$ cat config.mk
export PLATFORM = sky130hd
export DESIGN_NAME = rail_fault_and_ramp_supervisor
export DESIGN_NICKNAME = d
export VERILOG_FILES = /design/src/logic/rail_sup_pkg.sv /design/src/logic/rail_fault_and_ramp_supervisor.sv
export SDC_FILE = /design/constraint.sdc
export NUM_CORES = 2
export LEC_CHECK = 0
export BUFFER_PORTS_ARGS = -buffer_cell sky130_fd_sc_hd__buf_4
export CAP_MARGIN = 30
export CORE_MARGIN = 2
export CORE_UTILIZATION = 54
export DETAILED_ROUTE_END_ITERATION = 6
export GPL_ROUTABILITY_DRIVEN = 0
export PLACE_DENSITY = 0.73
export SLEW_MARGIN = 20
export SYNTH_ARGS = -nofsm -noshare
export SYNTH_HDL_FRONTEND = slang
export SYNTH_SLANG_ARGS = --single-unit
$ cat constraint.sdc
create_clock -name CLK -period 6.9 [get_ports CLK]
set_input_delay 0.345 -clock CLK [delete_from_list [all_inputs] [get_ports CLK]]
set_output_delay 0.345 -clock CLK [all_outputs]
set_load 0.1 [all_outputs]
$ cat src/logic/rail_sup_pkg.sv
`default_nettype none
package rail_sup_pkg;
   localparam int CH_NUM = 4;
   localparam int TICK_NS = 1000;
   localparam int CLK_PERIOD_NS = 4;
   // one microsecond tick; 250 cycles at 250 MHz
   localparam int TICK_CYCLES = TICK_NS / CLK_PERIOD_NS;
   localparam int OC_RESTART_MS = 200;
   localparam int OC_RESTART_US = OC_RESTART_MS * 1000;
   localparam int DLY_UNIT_US = 250;
   localparam int CNT_W = 18;
   // target code in 50 mV, monitor in 10 mV: factor 5
   localparam logic [3:0] TGT_TO_MON = 4'h5;
   localparam logic [7:0] HIGH_RANGE_CODE = 8'h32;
   localparam logic [5:0] OV_BASE_10MV = 6'h0f;
   localparam logic [5:0] OV_STEP_10MV = 6'h05;
   localparam logic [7:0] DISCHARGE_CODE = 8'h00;
   localparam int LIM_LSB = 0;
   localparam int LIM_W = 6;
   localparam int WARN_LSB = 6;
   localparam int DLY_LSB = 10;
   localparam int DLY_W = 6;
   localparam int STEP_W = 10;

   typedef struct packed {
      logic [7:0] target_code;       // output_target_code, 50 mV lsb
      logic [1:0] ov_select;         // overvoltage_threshold_select
      logic ov_forced;               // 1: hold low_side_gate_drive on
      logic [7:0] current_limit_and_warning;
      logic [15:0] ramp_up_timing;
      logic [15:0] ramp_down_timing;
      logic [7:0] good_window_upper; // 20 mV lsb
      logic [7:0] good_window_lower; // 20 mV lsb
      logic [7:0] good_assert_delay; // 250 us units
   } chan_cfg_s;

   typedef struct packed {
      logic [9:0] output_voltage_readback; // 10 mV lsb
      logic [6:0] current_sense;           // 5 mV lsb
   } chan_mon_s;

   typedef struct packed {
      logic [6:0] thermal_trip_level;    // 5 K lsb
      logic [6:0] thermal_restart_level; // 5 K lsb
      logic auto_restart;
   } chip_cfg_s;

   typedef enum logic [7:0] {
      ST_OFF = 8'h01,
      ST_START_DLY = 8'h02,
      ST_RAMP_UP = 8'h04,
      ST_ON = 8'h08,
      ST_STOP_DLY = 8'h10,
      ST_RAMP_DOWN = 8'h20,
      ST_OC_WAIT = 8'h40,
      ST_SPARE = 8'h80
   } chan_state_e;
endpackage
`default_nettype wire

$ cat src/logic/rail_fault_and_ramp_supervisor.sv
// Contract
// - over-temperature sets fault and warning flags, stops all channels, bus stays alive
// - thermal trip level is seven bits, 5 K per step
// - optional automatic restart once temperature falls below restart level
// - target voltage equals target code times 50 mV
// - over-voltage watched always, even in soft-start; trip stops channel, sets flag; code skips the check while off and in over-current wait
// - over-voltage margin 150..300 mV, doubled above 2.5 V target
// - over-voltage trip also disables every follower of the faulted channel
// - over-voltage-stopped channels stay off until host enables them again; code lets a leader's over-current restart a stopped follower
// - any fault or warning can drive a general-purpose alert pin
// - per channel passive or forced over-voltage shutdown; forced holds low-side drive on
// - limit bits 5..0 set over-current threshold, 5 mV steps, 0..315 mV
// - limit bits 7..6 set warning 10..40 mV below limit
// - over-current warning flag clears itself once current drops
// - over-current stops pulses, waits 200 ms, restarts through soft-start
// - over-current also restarts followers and flags them
// - ramp-up bits 15..10 give start delay in 250 us units
// - ramp-up bits 9..0 give microseconds per 50 mV step
// - host disable: delay in 250 us units, then ramp down to discharge level
// - power-good high while output within upper and lower bounds, 20 mV lsb
// - power-good waits for soft-start end plus programmable delay
`timescale 1ns/100ps
`default_nettype none
module rail_fault_and_ramp_supervisor #(
   parameter int CHANNELS = rail_sup_pkg::CH_NUM,
   parameter int OC_RESTART_US = rail_sup_pkg::OC_RESTART_US,
   parameter int TICK_CYCLES = rail_sup_pkg::TICK_CYCLES
) (
   input wire logic CLK,
   input wire logic RST_N,
   input wire logic [CHANNELS-1:0] CH_ENABLE,
   input wire rail_sup_pkg::chan_cfg_s [CHANNELS-1:0] CH_CFG,
   input wire rail_sup_pkg::chan_mon_s [CHANNELS-1:0] CH_MON,
   input wire rail_sup_pkg::chip_cfg_s CHIP_CFG,
   input wire logic [6:0] TEMP_READING,
   input wire logic [7:0] FOLLOWER_MAP_LOW,
   input wire logic [7:0] FOLLOWER_MAP_HIGH,
   input wire logic [13:0] ALERT_SELECT,
   input wire logic FLAG_CLEAR,
   output logic [CHANNELS-1:0] PULSE_ENABLE,
   output logic [CHANNELS-1:0] LOW_SIDE_GATE_DRIVE,
   output logic [CHANNELS-1:0][7:0] RAMP_REF_CODE,
   output logic [CHANNELS-1:0] POWER_GOOD,
   output logic OVER_TEMP_FAULT,
   output logic OVER_TEMP_WARNING_FLAG,
   output logic [CHANNELS-1:0] OVER_VOLTAGE_FAULT,
   output logic [CHANNELS-1:0] OVER_CURRENT_FAULT,
   output logic [CHANNELS-1:0] OVERCURRENT_WARNING_STATUS,
   output logic ALERT_PIN
);
   localparam int CW = rail_sup_pkg::CNT_W;

   if (CHANNELS != 4) begin : g_bad_channels
      $error("follower map serves exactly four channels");
   end
   if (OC_RESTART_US < 1 || OC_RESTART_US >= (1 << CW)) begin : g_bad_restart
      $error("restart time does not fit the channel counter");
   end
   if (TICK_CYCLES < 1 || TICK_CYCLES > 4096) begin : g_bad_tick
      $error("tick divider out of range");
   end

   // microsecond tick shared by all channel timers
   logic [12:0] div_ff;
   logic tick_ff;
   always_ff @(posedge CLK) begin
      if (!RST_N) begin
         div_ff <= '0;
         tick_ff <= 1'b0;
      end else if (div_ff == 13'(TICK_CYCLES - 1)) begin
         div_ff <= '0;
         tick_ff <= 1'b1;
      end else begin
         div_ff <= div_ff + 13'h1;
         tick_ff <= 1'b0;
      end
   end

   // over-temperature with hysteresis toward the restart level
   logic ot_ff;
   logic ot_latched_ff;
   always_ff @(posedge CLK) begin
      if (!RST_N) begin
         ot_ff <= 1'b0;
      end else if (TEMP_READING >= CHIP_CFG.thermal_trip_level) begin
         ot_ff <= 1'b1;
      end else if (TEMP_READING < CHIP_CFG.thermal_restart_level) begin
         ot_ff <= 1'b0;
      end
   end
   // without auto restart the chip stays down until every channel enable has dropped low and channels are re-enabled
   wire ot_release = ~ot_ff & ~ot_latched_ff;
   always_ff @(posedge CLK) begin
      if (!RST_N) begin
         ot_latched_ff <= 1'b0;
      end else if (ot_ff && !CHIP_CFG.auto_restart) begin
         ot_latched_ff <= 1'b1;
      end else if (CHIP_CFG.auto_restart || CH_ENABLE == '0) begin
         ot_latched_ff <= 1'b0;
      end
   end

   logic [CHANNELS-1:0] ov_trip;
   logic [CHANNELS-1:0] oc_trip;
   logic [CHANNELS-1:0] ov_kill;
   logic [CHANNELS-1:0] oc_kick;
   logic [CHANNELS-1:0] oc_warn;
   wire [15:0] follow_map = {FOLLOWER_MAP_HIGH, FOLLOWER_MAP_LOW};

   // row j of the map lists the followers of channel j
   always_comb begin
      ov_kill = ov_trip;
      oc_kick = oc_trip;
      for (int j = 0; j < CHANNELS; j++) begin
         for (int k = 0; k < CHANNELS; k++) begin
            if (ov_trip[j] && follow_map[j*4+k]) ov_kill[k] = 1'b1;
            if (oc_trip[j] && follow_map[j*4+k]) oc_kick[k] = 1'b1;
         end
      end
   end

   for (genvar i = 0; i < CHANNELS; i++) begin : g_ch
      rail_sup_pkg::chan_state_e st_ff;
      rail_sup_pkg::chan_state_e nxt_st;
      logic [CW-1:0] cnt_ff;
      logic [CW-1:0] nxt_cnt;
      logic [CW-1:0] pg_cnt_ff;
      logic [7:0] ref_ff;
      logic [7:0] nxt_ref;
      logic lock_ff;
      logic [9:0] tgt_mon;
      logic [9:0] ov_level;
      logic [5:0] ov_margin;
      logic [7:0] warn_level;
      logic active;
      logic in_window;
      rail_sup_pkg::chan_cfg_s cfg;
      rail_sup_pkg::chan_mon_s mon;

      assign cfg = CH_CFG[i];
      assign mon = CH_MON[i];
      assign tgt_mon = 10'(cfg.target_code * rail_sup_pkg::TGT_TO_MON);
      // margin doubles for targets above 2.5 V
      assign ov_margin = 6'(rail_sup_pkg::OV_BASE_10MV
                            + cfg.ov_select * rail_sup_pkg::OV_STEP_10MV);
      assign ov_level = (cfg.target_code > rail_sup_pkg::HIGH_RANGE_CODE) ?
                        10'(tgt_mon + {ov_margin, 1'b0}) : 10'(tgt_mon + ov_margin);
      assign active = (st_ff != rail_sup_pkg::ST_OFF) && (st_ff != rail_sup_pkg::ST_OC_WAIT);
      // watched in every active state, soft-start included
      assign ov_trip[i] = active && (mon.output_voltage_readback >= ov_level);
      assign oc_trip[i] = active && ({1'b0, mon.current_sense} > {2'b00,
         cfg.current_limit_and_warning[rail_sup_pkg::LIM_LSB +: rail_sup_pkg::LIM_W]});
      assign warn_level = 8'({2'b00, cfg.current_limit_and_warning[
                            rail_sup_pkg::LIM_LSB +: rail_sup_pkg::LIM_W]})
         - 8'({cfg.current_limit_and_warning[rail_sup_pkg::WARN_LSB +: 2], 1'b0} + 3'h2);
      assign oc_warn[i] = ~warn_level[7] && ({1'b0, mon.current_sense} >= warn_level);
      assign in_window = (mon.output_voltage_readback <= {1'b0, cfg.good_window_upper, 1'b0})
         && (mon.output_voltage_readback >= {1'b0, cfg.good_window_lower, 1'b0});

      wire start_ok = CH_ENABLE[i] && !lock_ff && ot_release;
      wire [CW-1:0] up_dly = CW'(cfg.ramp_up_timing[rail_sup_pkg::DLY_LSB +:
                             rail_sup_pkg::DLY_W] * rail_sup_pkg::DLY_UNIT_US);
      wire [CW-1:0] dn_dly = CW'(cfg.ramp_down_timing[rail_sup_pkg::DLY_LSB +:
                             rail_sup_pkg::DLY_W] * rail_sup_pkg::DLY_UNIT_US);
      wire [CW-1:0] up_step = CW'(cfg.ramp_up_timing[rail_sup_pkg::STEP_W-1:0]);
      wire [CW-1:0] dn_step = CW'(cfg.ramp_down_timing[rail_sup_pkg::STEP_W-1:0]);
      // a load of n expires on the n-th tick, so a field of n lasts n us
      wire expired = tick_ff && (cnt_ff <= CW'(1));

      always_comb begin
         nxt_st = st_ff;
         nxt_cnt = (tick_ff && cnt_ff != '0) ? cnt_ff - CW'(1) : cnt_ff;
         nxt_ref = ref_ff;
         if (ov_kill[i] || ot_ff) begin
            nxt_st = rail_sup_pkg::ST_OFF;
         end else if (oc_kick[i]) begin
            nxt_st = rail_sup_pkg::ST_OC_WAIT;
            nxt_cnt = CW'(OC_RESTART_US);
            nxt_ref = '0;
         end else begin
            case (st_ff)
               rail_sup_pkg::ST_OFF: begin
                  if (start_ok) begin
                     nxt_st = rail_sup_pkg::ST_START_DLY;
                     nxt_cnt = up_dly;
                  end
               end
               rail_sup_pkg::ST_START_DLY: begin
                  if (!CH_ENABLE[i]) begin
                     nxt_st = rail_sup_pkg::ST_OFF;
                  end else if (expired) begin
                     nxt_st = rail_sup_pkg::ST_RAMP_UP;
                     nxt_cnt = up_step;
                     nxt_ref = '0;
                  end
               end
               rail_sup_pkg::ST_RAMP_UP: begin
                  if (!CH_ENABLE[i]) begin
                     nxt_st = rail_sup_pkg::ST_STOP_DLY;
                     nxt_cnt = dn_dly;
                  end else if (ref_ff >= cfg.target_code) begin
                     nxt_st = rail_sup_pkg::ST_ON;
                     nxt_ref = cfg.target_code;
                  end else if (expired) begin
                     nxt_ref = ref_ff + 8'h1;
                     nxt_cnt = up_step;
                  end
               end
               rail_sup_pkg::ST_ON: begin
                  nxt_ref = cfg.target_code;
                  if (!CH_ENABLE[i]) begin
                     nxt_st = rail_sup_pkg::ST_STOP_DLY;
                     nxt_cnt = dn_dly;
                  end
               end
               rail_sup_pkg::ST_STOP_DLY: begin
                  if (expired) begin
                     nxt_st = rail_sup_pkg::ST_RAMP_DOWN;
                     nxt_cnt = dn_step;
                  end
               end
               rail_sup_pkg::ST_RAMP_DOWN: begin
                  if (ref_ff <= rail_sup_pkg::DISCHARGE_CODE) begin
                     nxt_st = rail_sup_pkg::ST_OFF;
                  end else if (expired) begin
                     nxt_ref = ref_ff - 8'h1;
                     nxt_cnt = dn_step;
                  end
               end
               rail_sup_pkg::ST_OC_WAIT: begin
                  if (!CH_ENABLE[i]) begin
                     nxt_st = rail_sup_pkg::ST_OFF;
                  end else if (expired) begin
                     nxt_st = rail_sup_pkg::ST_START_DLY;
                     nxt_cnt = up_dly;
                  end
               end
               default: nxt_st = rail_sup_pkg::ST_OFF;
            endcase
         end
         if (nxt_st == rail_sup_pkg::ST_OFF) begin
            nxt_cnt = '0;
            nxt_ref = '0;
         end
      end

      always_ff @(posedge CLK) begin
         if (!RST_N) begin
            st_ff <= rail_sup_pkg::ST_OFF;
            cnt_ff <= '0;
            ref_ff <= '0;
         end else begin
            st_ff <= nxt_st;
            cnt_ff <= nxt_cnt;
            ref_ff <= nxt_ref;
         end
      end

      // lock keeps an over-voltage-stopped channel in ST_OFF until the host drops and raises enable; a leader's over-current kick still restarts it
      always_ff @(posedge CLK) begin
         if (!RST_N) begin
            lock_ff <= 1'b0;
         end else if (ov_kill[i]) begin
            lock_ff <= 1'b1;
         end else if (!CH_ENABLE[i]) begin
            lock_ff <= 1'b0;
         end
      end

      always_ff @(posedge CLK) begin
         if (!RST_N) begin
            LOW_SIDE_GATE_DRIVE[i] <= 1'b0;
         end else if (ov_kill[i] && cfg.ov_forced) begin
            LOW_SIDE_GATE_DRIVE[i] <= 1'b1;
         end else if (st_ff == rail_sup_pkg::ST_START_DLY) begin
            LOW_SIDE_GATE_DRIVE[i] <= 1'b0;
         end
      end

      // power-good delay starts only once the ramp has finished
      always_ff @(posedge CLK) begin
         if (!RST_N || st_ff != rail_sup_pkg::ST_ON) begin
            pg_cnt_ff <= CW'(cfg.good_assert_delay * rail_sup_pkg::DLY_UNIT_US);
            POWER_GOOD[i] <= 1'b0;
         end else begin
            if (tick_ff && pg_cnt_ff != '0) pg_cnt_ff <= pg_cnt_ff - CW'(1);
            POWER_GOOD[i] <= (pg_cnt_ff == '0) && in_window;
         end
      end

      always_ff @(posedge CLK) begin
         if (!RST_N) begin
            PULSE_ENABLE[i] <= 1'b0;
            RAMP_REF_CODE[i] <= '0;
         end else begin
            PULSE_ENABLE[i] <= (nxt_st == rail_sup_pkg::ST_RAMP_UP)
               || (nxt_st == rail_sup_pkg::ST_ON) || (nxt_st == rail_sup_pkg::ST_STOP_DLY)
               || (nxt_st == rail_sup_pkg::ST_RAMP_DOWN);
            RAMP_REF_CODE[i] <= nxt_ref;
         end
      end
   end

   // sticky flags: a new event in the clear cycle wins
   always_ff @(posedge CLK) begin
      if (!RST_N) begin
         OVER_TEMP_FAULT <= 1'b0;
         OVER_TEMP_WARNING_FLAG <= 1'b0;
         OVER_VOLTAGE_FAULT <= '0;
         OVER_CURRENT_FAULT <= '0;
      end else begin
         OVER_TEMP_FAULT <= ot_ff | (OVER_TEMP_FAULT & ~FLAG_CLEAR);
         OVER_TEMP_WARNING_FLAG <= ot_ff | (OVER_TEMP_WARNING_FLAG & ~FLAG_CLEAR);
         OVER_VOLTAGE_FAULT <= ov_kill | (OVER_VOLTAGE_FAULT & ~{CHANNELS{FLAG_CLEAR}});
         OVER_CURRENT_FAULT <= oc_kick | (OVER_CURRENT_FAULT & ~{CHANNELS{FLAG_CLEAR}});
      end
   end

   always_ff @(posedge CLK) begin
      if (!RST_N) begin
         OVERCURRENT_WARNING_STATUS <= '0;
      end else begin
         OVERCURRENT_WARNING_STATUS <= oc_warn;
      end
   end

   always_ff @(posedge CLK) begin
      if (!RST_N) begin
         ALERT_PIN <= 1'b0;
      end else begin
         ALERT_PIN <= |(ALERT_SELECT & {OVERCURRENT_WARNING_STATUS, OVER_CURRENT_FAULT,
            OVER_VOLTAGE_FAULT, OVER_TEMP_WARNING_FLAG, OVER_TEMP_FAULT});
      end
   end
endmodule
`default_nettype wire

# Word level (Yosys, flattened, before mapping)
# Index checks and enable logic that the tools add are counted.
[totals]
inputBits = 427
memories = 0
latch_bits = 0
output_inout_bits = 59
elab_cells = 607
romBits = 0
ff_bits = 255
mem_bits_rw = 0
[classes]
addsub = 37
n_mux = 209
n_mul = 20
n_lt_le_gt_ge = 38
n_bitwise = 23
n_eq_ne = 89
shifts = 0
div_mod_pow = 0
n_reduce_logical = 145
[ops]
columns = ["cell", "count"]
rows = [
  ["2-to-1 mux 18 bit", 52],
  ["2-to-1 mux 8 bit", 80],
  ["case mux 18 bit (7 select lines)", 4],
  ["case mux 8 bit (7 select lines)", 4],
  ["nonzero test 18 bit", 8],
  ["subtractor 18 x 1 -> 18 bit (second input constant)", 8],
  ["2-to-1 mux 16 bit", 8],
  ["case mux 8 bit (4 select lines)", 4],
  ["multiplier 6 x 7 -> 13 bit (second input constant)", 8],
  ["logical AND 1 bit", 81],
  ["less-or-equal comparator 18 x 1 -> 1 bit (second input constant)", 4],
  ["logical NOT 18 bit", 4],
  ["== test 8 x 1 -> 1 bit (second input constant)", 8],
  ["== test 8 x 3 -> 1 bit (second input constant)", 8],
  ["== test 8 x 4 -> 1 bit (second input constant)", 8],
  ["== test 8 x 5 -> 1 bit (second input constant)", 8],
  ["== test 8 x 6 -> 1 bit (second input constant)", 8],
  ["multiplier 8 x 7 -> 15 bit (second input constant)", 4],
  ["!= test 3 bit (second input constant)", 20],
  ["2-to-1 mux 1 bit", 53],
  ["adder 10 x 6 -> 10 bit", 4],
  ["adder 10 x 7 -> 10 bit", 4],
  ["greater-or-equal comparator 10 bit", 4],
  ["greater-or-equal comparator 10 x 9 -> 1 bit", 4],
  ["other kinds (40)", 163],
]

# Depth between registers and ports, before layout
[depth]
ltp_word = 17
mapped_depth = 24
depth_no_buf = 23

# Least setup slack after synthesis
# No wires, ideal clock.
[synth_timing]
path_type = "input to register"
startpoint = "in CH_CFG[218] in the netlist's numbering"
endpoint = "reg RAMP_REF_CODE[2] in the netlist's numbering"
slack_ns = 1.715
required_time_ns = 6.830
cell_stages = 22
arrival_time_ns = 5.116
n_path_buf = 1
setup_time_ns = 0.070
cell_sequence = "ha_1 ha_1 fa_1 ha_1 inv_1 nor2_1 o21a_1 o21a_1 o21ai_0 o21ai_0 nand3_1 xnor2_1 ha_1 a211o_1 a2111oi_0 nor3_1 a2111oi_2 nand2_1 buf_2 a21oi_1 nand3_1 a21oi_1"
[synth_via]
elab_chain_len = 12
elab_cells_between_ends = 16
classes_between = "add/sub: 2; mul: 1; order compare: 2; eq/ne: 1; mux: 4; bitwise: 1; reduce/logical: 5"
[synth_lines]
columns = ["element", "line", "text"]
rows = [
  ["from (decl)", "rail_fault_and_ramp_supervisor.sv:32", "input wire rail_sup_pkg::chan_cfg_s [CHANNELS-1:0] CH_CFG,"],
  ["multiplier 8 x 3 -> 10 bit", "rail_fault_and_ramp_supervisor.sv:142", "assign tgt_mon = 10'(cfg.target_code * rail_sup_pkg::TGT_TO_MON);"],
  ["adder 10 x 6 -> 10 bit or adder 10 x 7 -> 10 bit (tied branches)", "rail_fault_and_ramp_supervisor.sv:147", "10'(tgt_mon + {ov_margin, 1'b0}) : 10'(tgt_mon + ov_margin);"],
  ["2-to-1 mux 10 bit (*)", "rail_fault_and_ramp_supervisor.sv:146", "assign ov_level = (cfg.target_code > rail_sup_pkg::HIGH_RANGE_CODE) ?"],
  ["greater-or-equal comparator 10 bit (*)", "rail_fault_and_ramp_supervisor.sv:150", "assign ov_trip[i] = active && (mon.output_voltage_readback >= ov_level);"],
  ["logical AND 1 bit (*)", "rail_fault_and_ramp_supervisor.sv:150", ""],
  ["logical AND 1 bit (*)", "rail_fault_and_ramp_supervisor.sv:116", "if (ov_trip[j] && follow_map[j*4+k]) ov_kill[k] = 1'b1;"],
  ["2-to-1 mux 1 bit (*) (2 in a row)", "rail_fault_and_ramp_supervisor.sv:116", ""],
  ["logical OR 1 bit (*)", "rail_fault_and_ramp_supervisor.sv:174", "if (ov_kill[i] || ot_ff) begin"],
  ["2-to-1 mux 8 bit", "rail_fault_and_ramp_supervisor.sv:174", ""],
  ["== test 8 x 1 -> 1 bit", "rail_fault_and_ramp_supervisor.sv:241", "if (nxt_st == rail_sup_pkg::ST_OFF) begin"],
  ["OR reduction 2 bit (no line)", "n/a", ""],
  ["to (signal, indexed assignment)", "rail_fault_and_ramp_supervisor.sv:299", "RAMP_REF_CODE[i] <= nxt_ref;"],
  ["to (decl)", "rail_fault_and_ramp_supervisor.sv:42", "output logic [CHANNELS-1:0][7:0] RAMP_REF_CODE,"],
]
# Every way passes the cells marked *; elsewhere a longest branch is shown, timed or not.
# A chain may end at the register's enable or synchronous reset.

# Final worst setup path
[layout_timing]
startpoint = "in CH_CFG[68] in the netlist's numbering"
endpoint = "reg g_ch[1].cnt_ff[13]"
[layout_via]
elab_chain_len = 14
elab_cells_between_ends = 17
classes_between = "add/sub: 2; mul: 1; order compare: 2; eq/ne: 1; mux: 7; reduce/logical: 4"
[layout_lines]
columns = ["element", "line", "text"]
rows = [
  ["multiplier 8 x 3 -> 10 bit", "rail_fault_and_ramp_supervisor.sv:142", ""],
  ["adder 10 x 6 -> 10 bit or adder 10 x 7 -> 10 bit (tied branches)", "rail_fault_and_ramp_supervisor.sv:147", ""],
  ["2-to-1 mux 10 bit (*)", "rail_fault_and_ramp_supervisor.sv:146", ""],
  ["greater-or-equal comparator 10 bit (*)", "rail_fault_and_ramp_supervisor.sv:150", ""],
  ["logical AND 1 bit (*)", "rail_fault_and_ramp_supervisor.sv:150", ""],
  ["logical AND 1 bit (*)", "rail_fault_and_ramp_supervisor.sv:116", ""],
  ["2-to-1 mux 1 bit (*) (4 in a row)", "rail_fault_and_ramp_supervisor.sv:116", ""],
  ["logical OR 1 bit (*)", "rail_fault_and_ramp_supervisor.sv:174", ""],
  ["2-to-1 mux 8 bit", "rail_fault_and_ramp_supervisor.sv:174", ""],
  ["== test 8 x 1 -> 1 bit", "rail_fault_and_ramp_supervisor.sv:241", ""],
  ["OR reduction 2 bit (no line)", "n/a", ""],
  ["to (signal assigned)", "rail_fault_and_ramp_supervisor.sv:254", "cnt_ff <= nxt_cnt;"],
  ["to (decl)", "rail_fault_and_ramp_supervisor.sv:125", "logic [CW-1:0] cnt_ff;"],
]
# Marks and branches as above.

==> flow_summary.toml <==
[layout]
nFillCells = 6110
final_cell_count_no_fill = 5921
multi_input_comb_area_um2 = 29400
fin_nets = 6280
seqCellArea_um2 = 5710
synthToLayoutAreaGrowth_pct = 14.9
layout-drive-gt1-share_pct = 11.9

[floorplan]
rows = 96
die_x_um = 268
core_area_um2 = 68700
fp.dieH_um = 268
die-area_um2 = 71700
io_pins = 486
start_util_pct = 54.7

[status]
outcome = "completed"

[grt]
grt_usage_pct = 29.3
grt_pass1_vias = 33200
antenna_found_initial = 14
grt_pass1_wl_um = 171000
grt_max_degree = 42
grt_overflow_total = 0

[power]
ir_drop_v = 0.000211
power_density_nw_per_um2 = 248
internal-power_mw = 5.71
seq_power_share_pct = 20.9
p_sw_share_pct = 46.6
switching_power_mw = 4.99
p_clk_share_pct = 15.1
leakagePower_nw = 20.5
p_comb_share_pct = 64.0

[sta]
relSlewSlack_pct = 30.9
rsz0062_at_grt = "no"
timing.final.crit_share_pct = 80.1
fin_crit_ps = 5530
finalClockSkew_ps = 17.0
hold_violations = 0
setup_viol = 0
tns_ps = 0
timing.final.ws_setup_ps = 1370
max_slew.worst_pin.slew_ps = 1040
slew_viol_final = 0
max_freq_ghz = 0.181

[synthesis]
synth-seq-cells = 255
synth_area_leader_cell = "ha_1"
ys_top_cells_by_area = "ha_1 (23%), fa_1 (11%), dfxtp_1 (10%), inv_1 (5.4%), edfxtp_1 (4.8%)"
yosysMostFrequentCell = "ha_1"
synth_ff_type = "dfxtp_1"
ys_types = 89
syn_inst = 4526
synth_top_area_share_pct = 22.8
yosysWarningCount = 0
synth_edf_count = 60
ys_top_cells_by_count = "ha_1 (683), inv_1 (538), nand2_1 (351), a21oi_1 (331), nor2_1 (295)"
synth_seq_area_share_pct = 15.2
syn_avg_cell_area_um2 = 8.30
netlist_area_um2 = 37600
synth-async-reset-ratio_pct = 0

[setup_path]
cp_data_arrival_time_ps = 6030
critPathKind = "in2reg"
r2r_slack_ps = 3040
r2r_cells = 9
r2r_start = "g_ch[0].cnt_ff[8]$_SDFF_PP0_"
crit_path_start_kind = "input port"
r2r-end = "g_ch[0].cnt_ff[0]$_SDFF_PP0_"
cp.required_ps = 7400
crit_fanout = 14
end_kind = "register"

[hold_path]
hp-class = "in2reg"
min_to = "LOW_SIDE_GATE_DRIVE[0]$_SDFFE_PN0P_"
hold_depth = 3
min_from = "CH_CFG[64]"

[routing]
wl_um = 107000
route.vias.total = 34400
wl_per_cell_um = 18.0
routed_via_density = 5.81
first_iter_violations = 2474
drc = 0
postRouteAntennaNets = 0
dr.pass1.iters = 6

[flow_run]
maxCapViolCount = 0

[clock_network]
cts_made_buffers = 31
clock_sinks = 255
clock_latency_ps = 580
cts_tree = "done"
htreeDepth = 1
clock-root-buffer = "clkbuf_16"
cts.path.max_buffers = 3
cts.reportedPaths.clkPinSlew_ps = 60

[place]
dp_cells = 5855
portBuffers = 481
dpl.hpwl_um = 87800
place_ws_ps = 877
worst max-delay path by stage:
stage / slack (ps) / cells after the start / endpoint / startpoint
after floorplan: 1710 / 22 / RAMP_REF_CODE[2]$_SDFFE_PP0P_ / CH_CFG[218]
after global placement: 1000 / 23 / PULSE_ENABLE[1]$_SDFF_PN0_ / CH_CFG[293]
after detailed placement: 880 / 23 / g_ch[2].cnt_ff[11]$_SDFF_PP0_ / CH_CFG[68]
after CTS: 1500 / 23 / g_ch[2].cnt_ff[11]$_SDFF_PP0_ / CH_CFG[68]
after global routing: 1060 / 23 / RAMP_REF_CODE[1]$_SDFFE_PP0P_ / CH_CFG[218]
final: 1370 / 24 / g_ch[1].cnt_ff[13]$_SDFF_PP0_ / CH_CFG[68]
state kept, by name, summed over array words and instances (netlist names), 4 cells and up:
register                    flops
LOW_SIDE_GATE_DRIVE             4
OVERCURRENT_WARNING_STATUS      4
OVER_CURRENT_FAULT              4
OVER_VOLTAGE_FAULT              4
POWER_GOOD                      4
PULSE_ENABLE                    4
RAMP_REF_CODE                  32
div_ff                         13
g_ch.cnt_ff                    72
g_ch.lock_ff                    4
g_ch.pg_cnt_ff                 72
g_ch.st_ff                     32
per-layer routing:
metal  vias up  part of all wire (%)  global-route usage [%]
met5         -                 0.091                       0
met4        16                   3.3                    9.38
met3       206                   6.8                    4.85
met2      1050                    46                    48.3
met1     16200                    44                    39.0
li1      16900                     -                       -
kinds of logic after synthesis:
kind of cell               synth area share [%]
xor gates and xnor gates                   7.95
and+or+nand+nor                            16.9
buffers and inverters                      6.57
DFF                                        15.2
muxes                                     0.240
AOI/OAI and AO/OA                          19.3
other                                   0.00999
adders and majority gates                  33.8
cell usage in the layout (no fill, tap or decap), types with 26 or more instances in the layout:
cell and instances:
a21o_1 101, o22ai_1 35, clkbuf_16 31, edfxtp_1 60, nor3_1 129, a31oi_1 28, o31ai_1 34, ha_1 683
nand3_1 116, a221oi_1 41, o21ai_0 184, nand2b_1 42, nand4_1 29, o21bai_1 43, nor4_1 42, o21a_1 42
nand2_1 351, fa_1 208, a221o_1 34, xnor2_1 203, inv_1 538, xor2_1 138, and2_1 26, nor2_1 295
buf_4 507, and3_1 30, a21oi_1 331, nor2b_1 66, dfxtp_1 195, or3_1 33, o211ai_1 27
layout make-up:
class | instances | area share [%]
Antenna cell | 6 | 0.0348
Clock inverter | 17 | 0.330
Tap cell | 931 | 2.70
Timing Repair Buffer | 513 | 8.95
Inverter | 540 | 4.70
Clock buffer | 38 | 1.93
Multi-Input combinational cell | 3621 | 68.1
Sequential cell | 255 | 13.2
repair_timing:
action,4_1_cts,5_1_grt
endpoints found under the setup margin,0,0
hold endpoints to repair,2,0
hold buffers,2,0
setup buffers,0,0
resized for setup,0,0
per-stage QoR:
stage                     utilization (%)  total power, mW  hold slack, ps  cell area [um^2]
after CTS                            62.7             10.7            1.96             43100
after global routing                 62.8             11.7            14.4             43200
after floorplan                         -             7.23             435             37600
after global placement               61.3             8.86             448             42100
final                                62.8             10.7            25.2             43200
after detailed placement             61.3             9.01             453             42100
power groups by stage:
| stage | combinational [mW] | sequential, mW | clock, mW |
|---|---|---|---|
| 2_1_floorplan | 4.87 | 2.36 | 0 |
| 3_3_place_gp | 6.62 | 2.24 | 0 |
| 3_5_place_dp | 6.76 | 2.25 | 0 |
| 4_1_cts | 6.82 | 2.22 | 1.65 |
| 5_1_grt | 7.68 | 2.27 | 1.70 |
| 6_report | 6.85 | 2.23 | 1.62 |
worst max-delay path: stages:
cell and delay, ps:
buf_4 140, ha_1 290, ha_1 220, fa_1 530, ha_1 310, inv_1 100
nor2_1 70, o21a_1 170, o21a_1 160, o21ai_0 120, o21ai_0 170, nand3_1 140
xnor2_1 150, ha_1 280, a211o_1 290, nor3_1 190, o21a_1 160, nor4_2 50
clkbuf_4 200, a2111o_1 590, nand2b_4 290, nor3_1 560, o221ai_1 280, a21oi_1 210
Note: power is estimated with default switching activity, not from simulation.
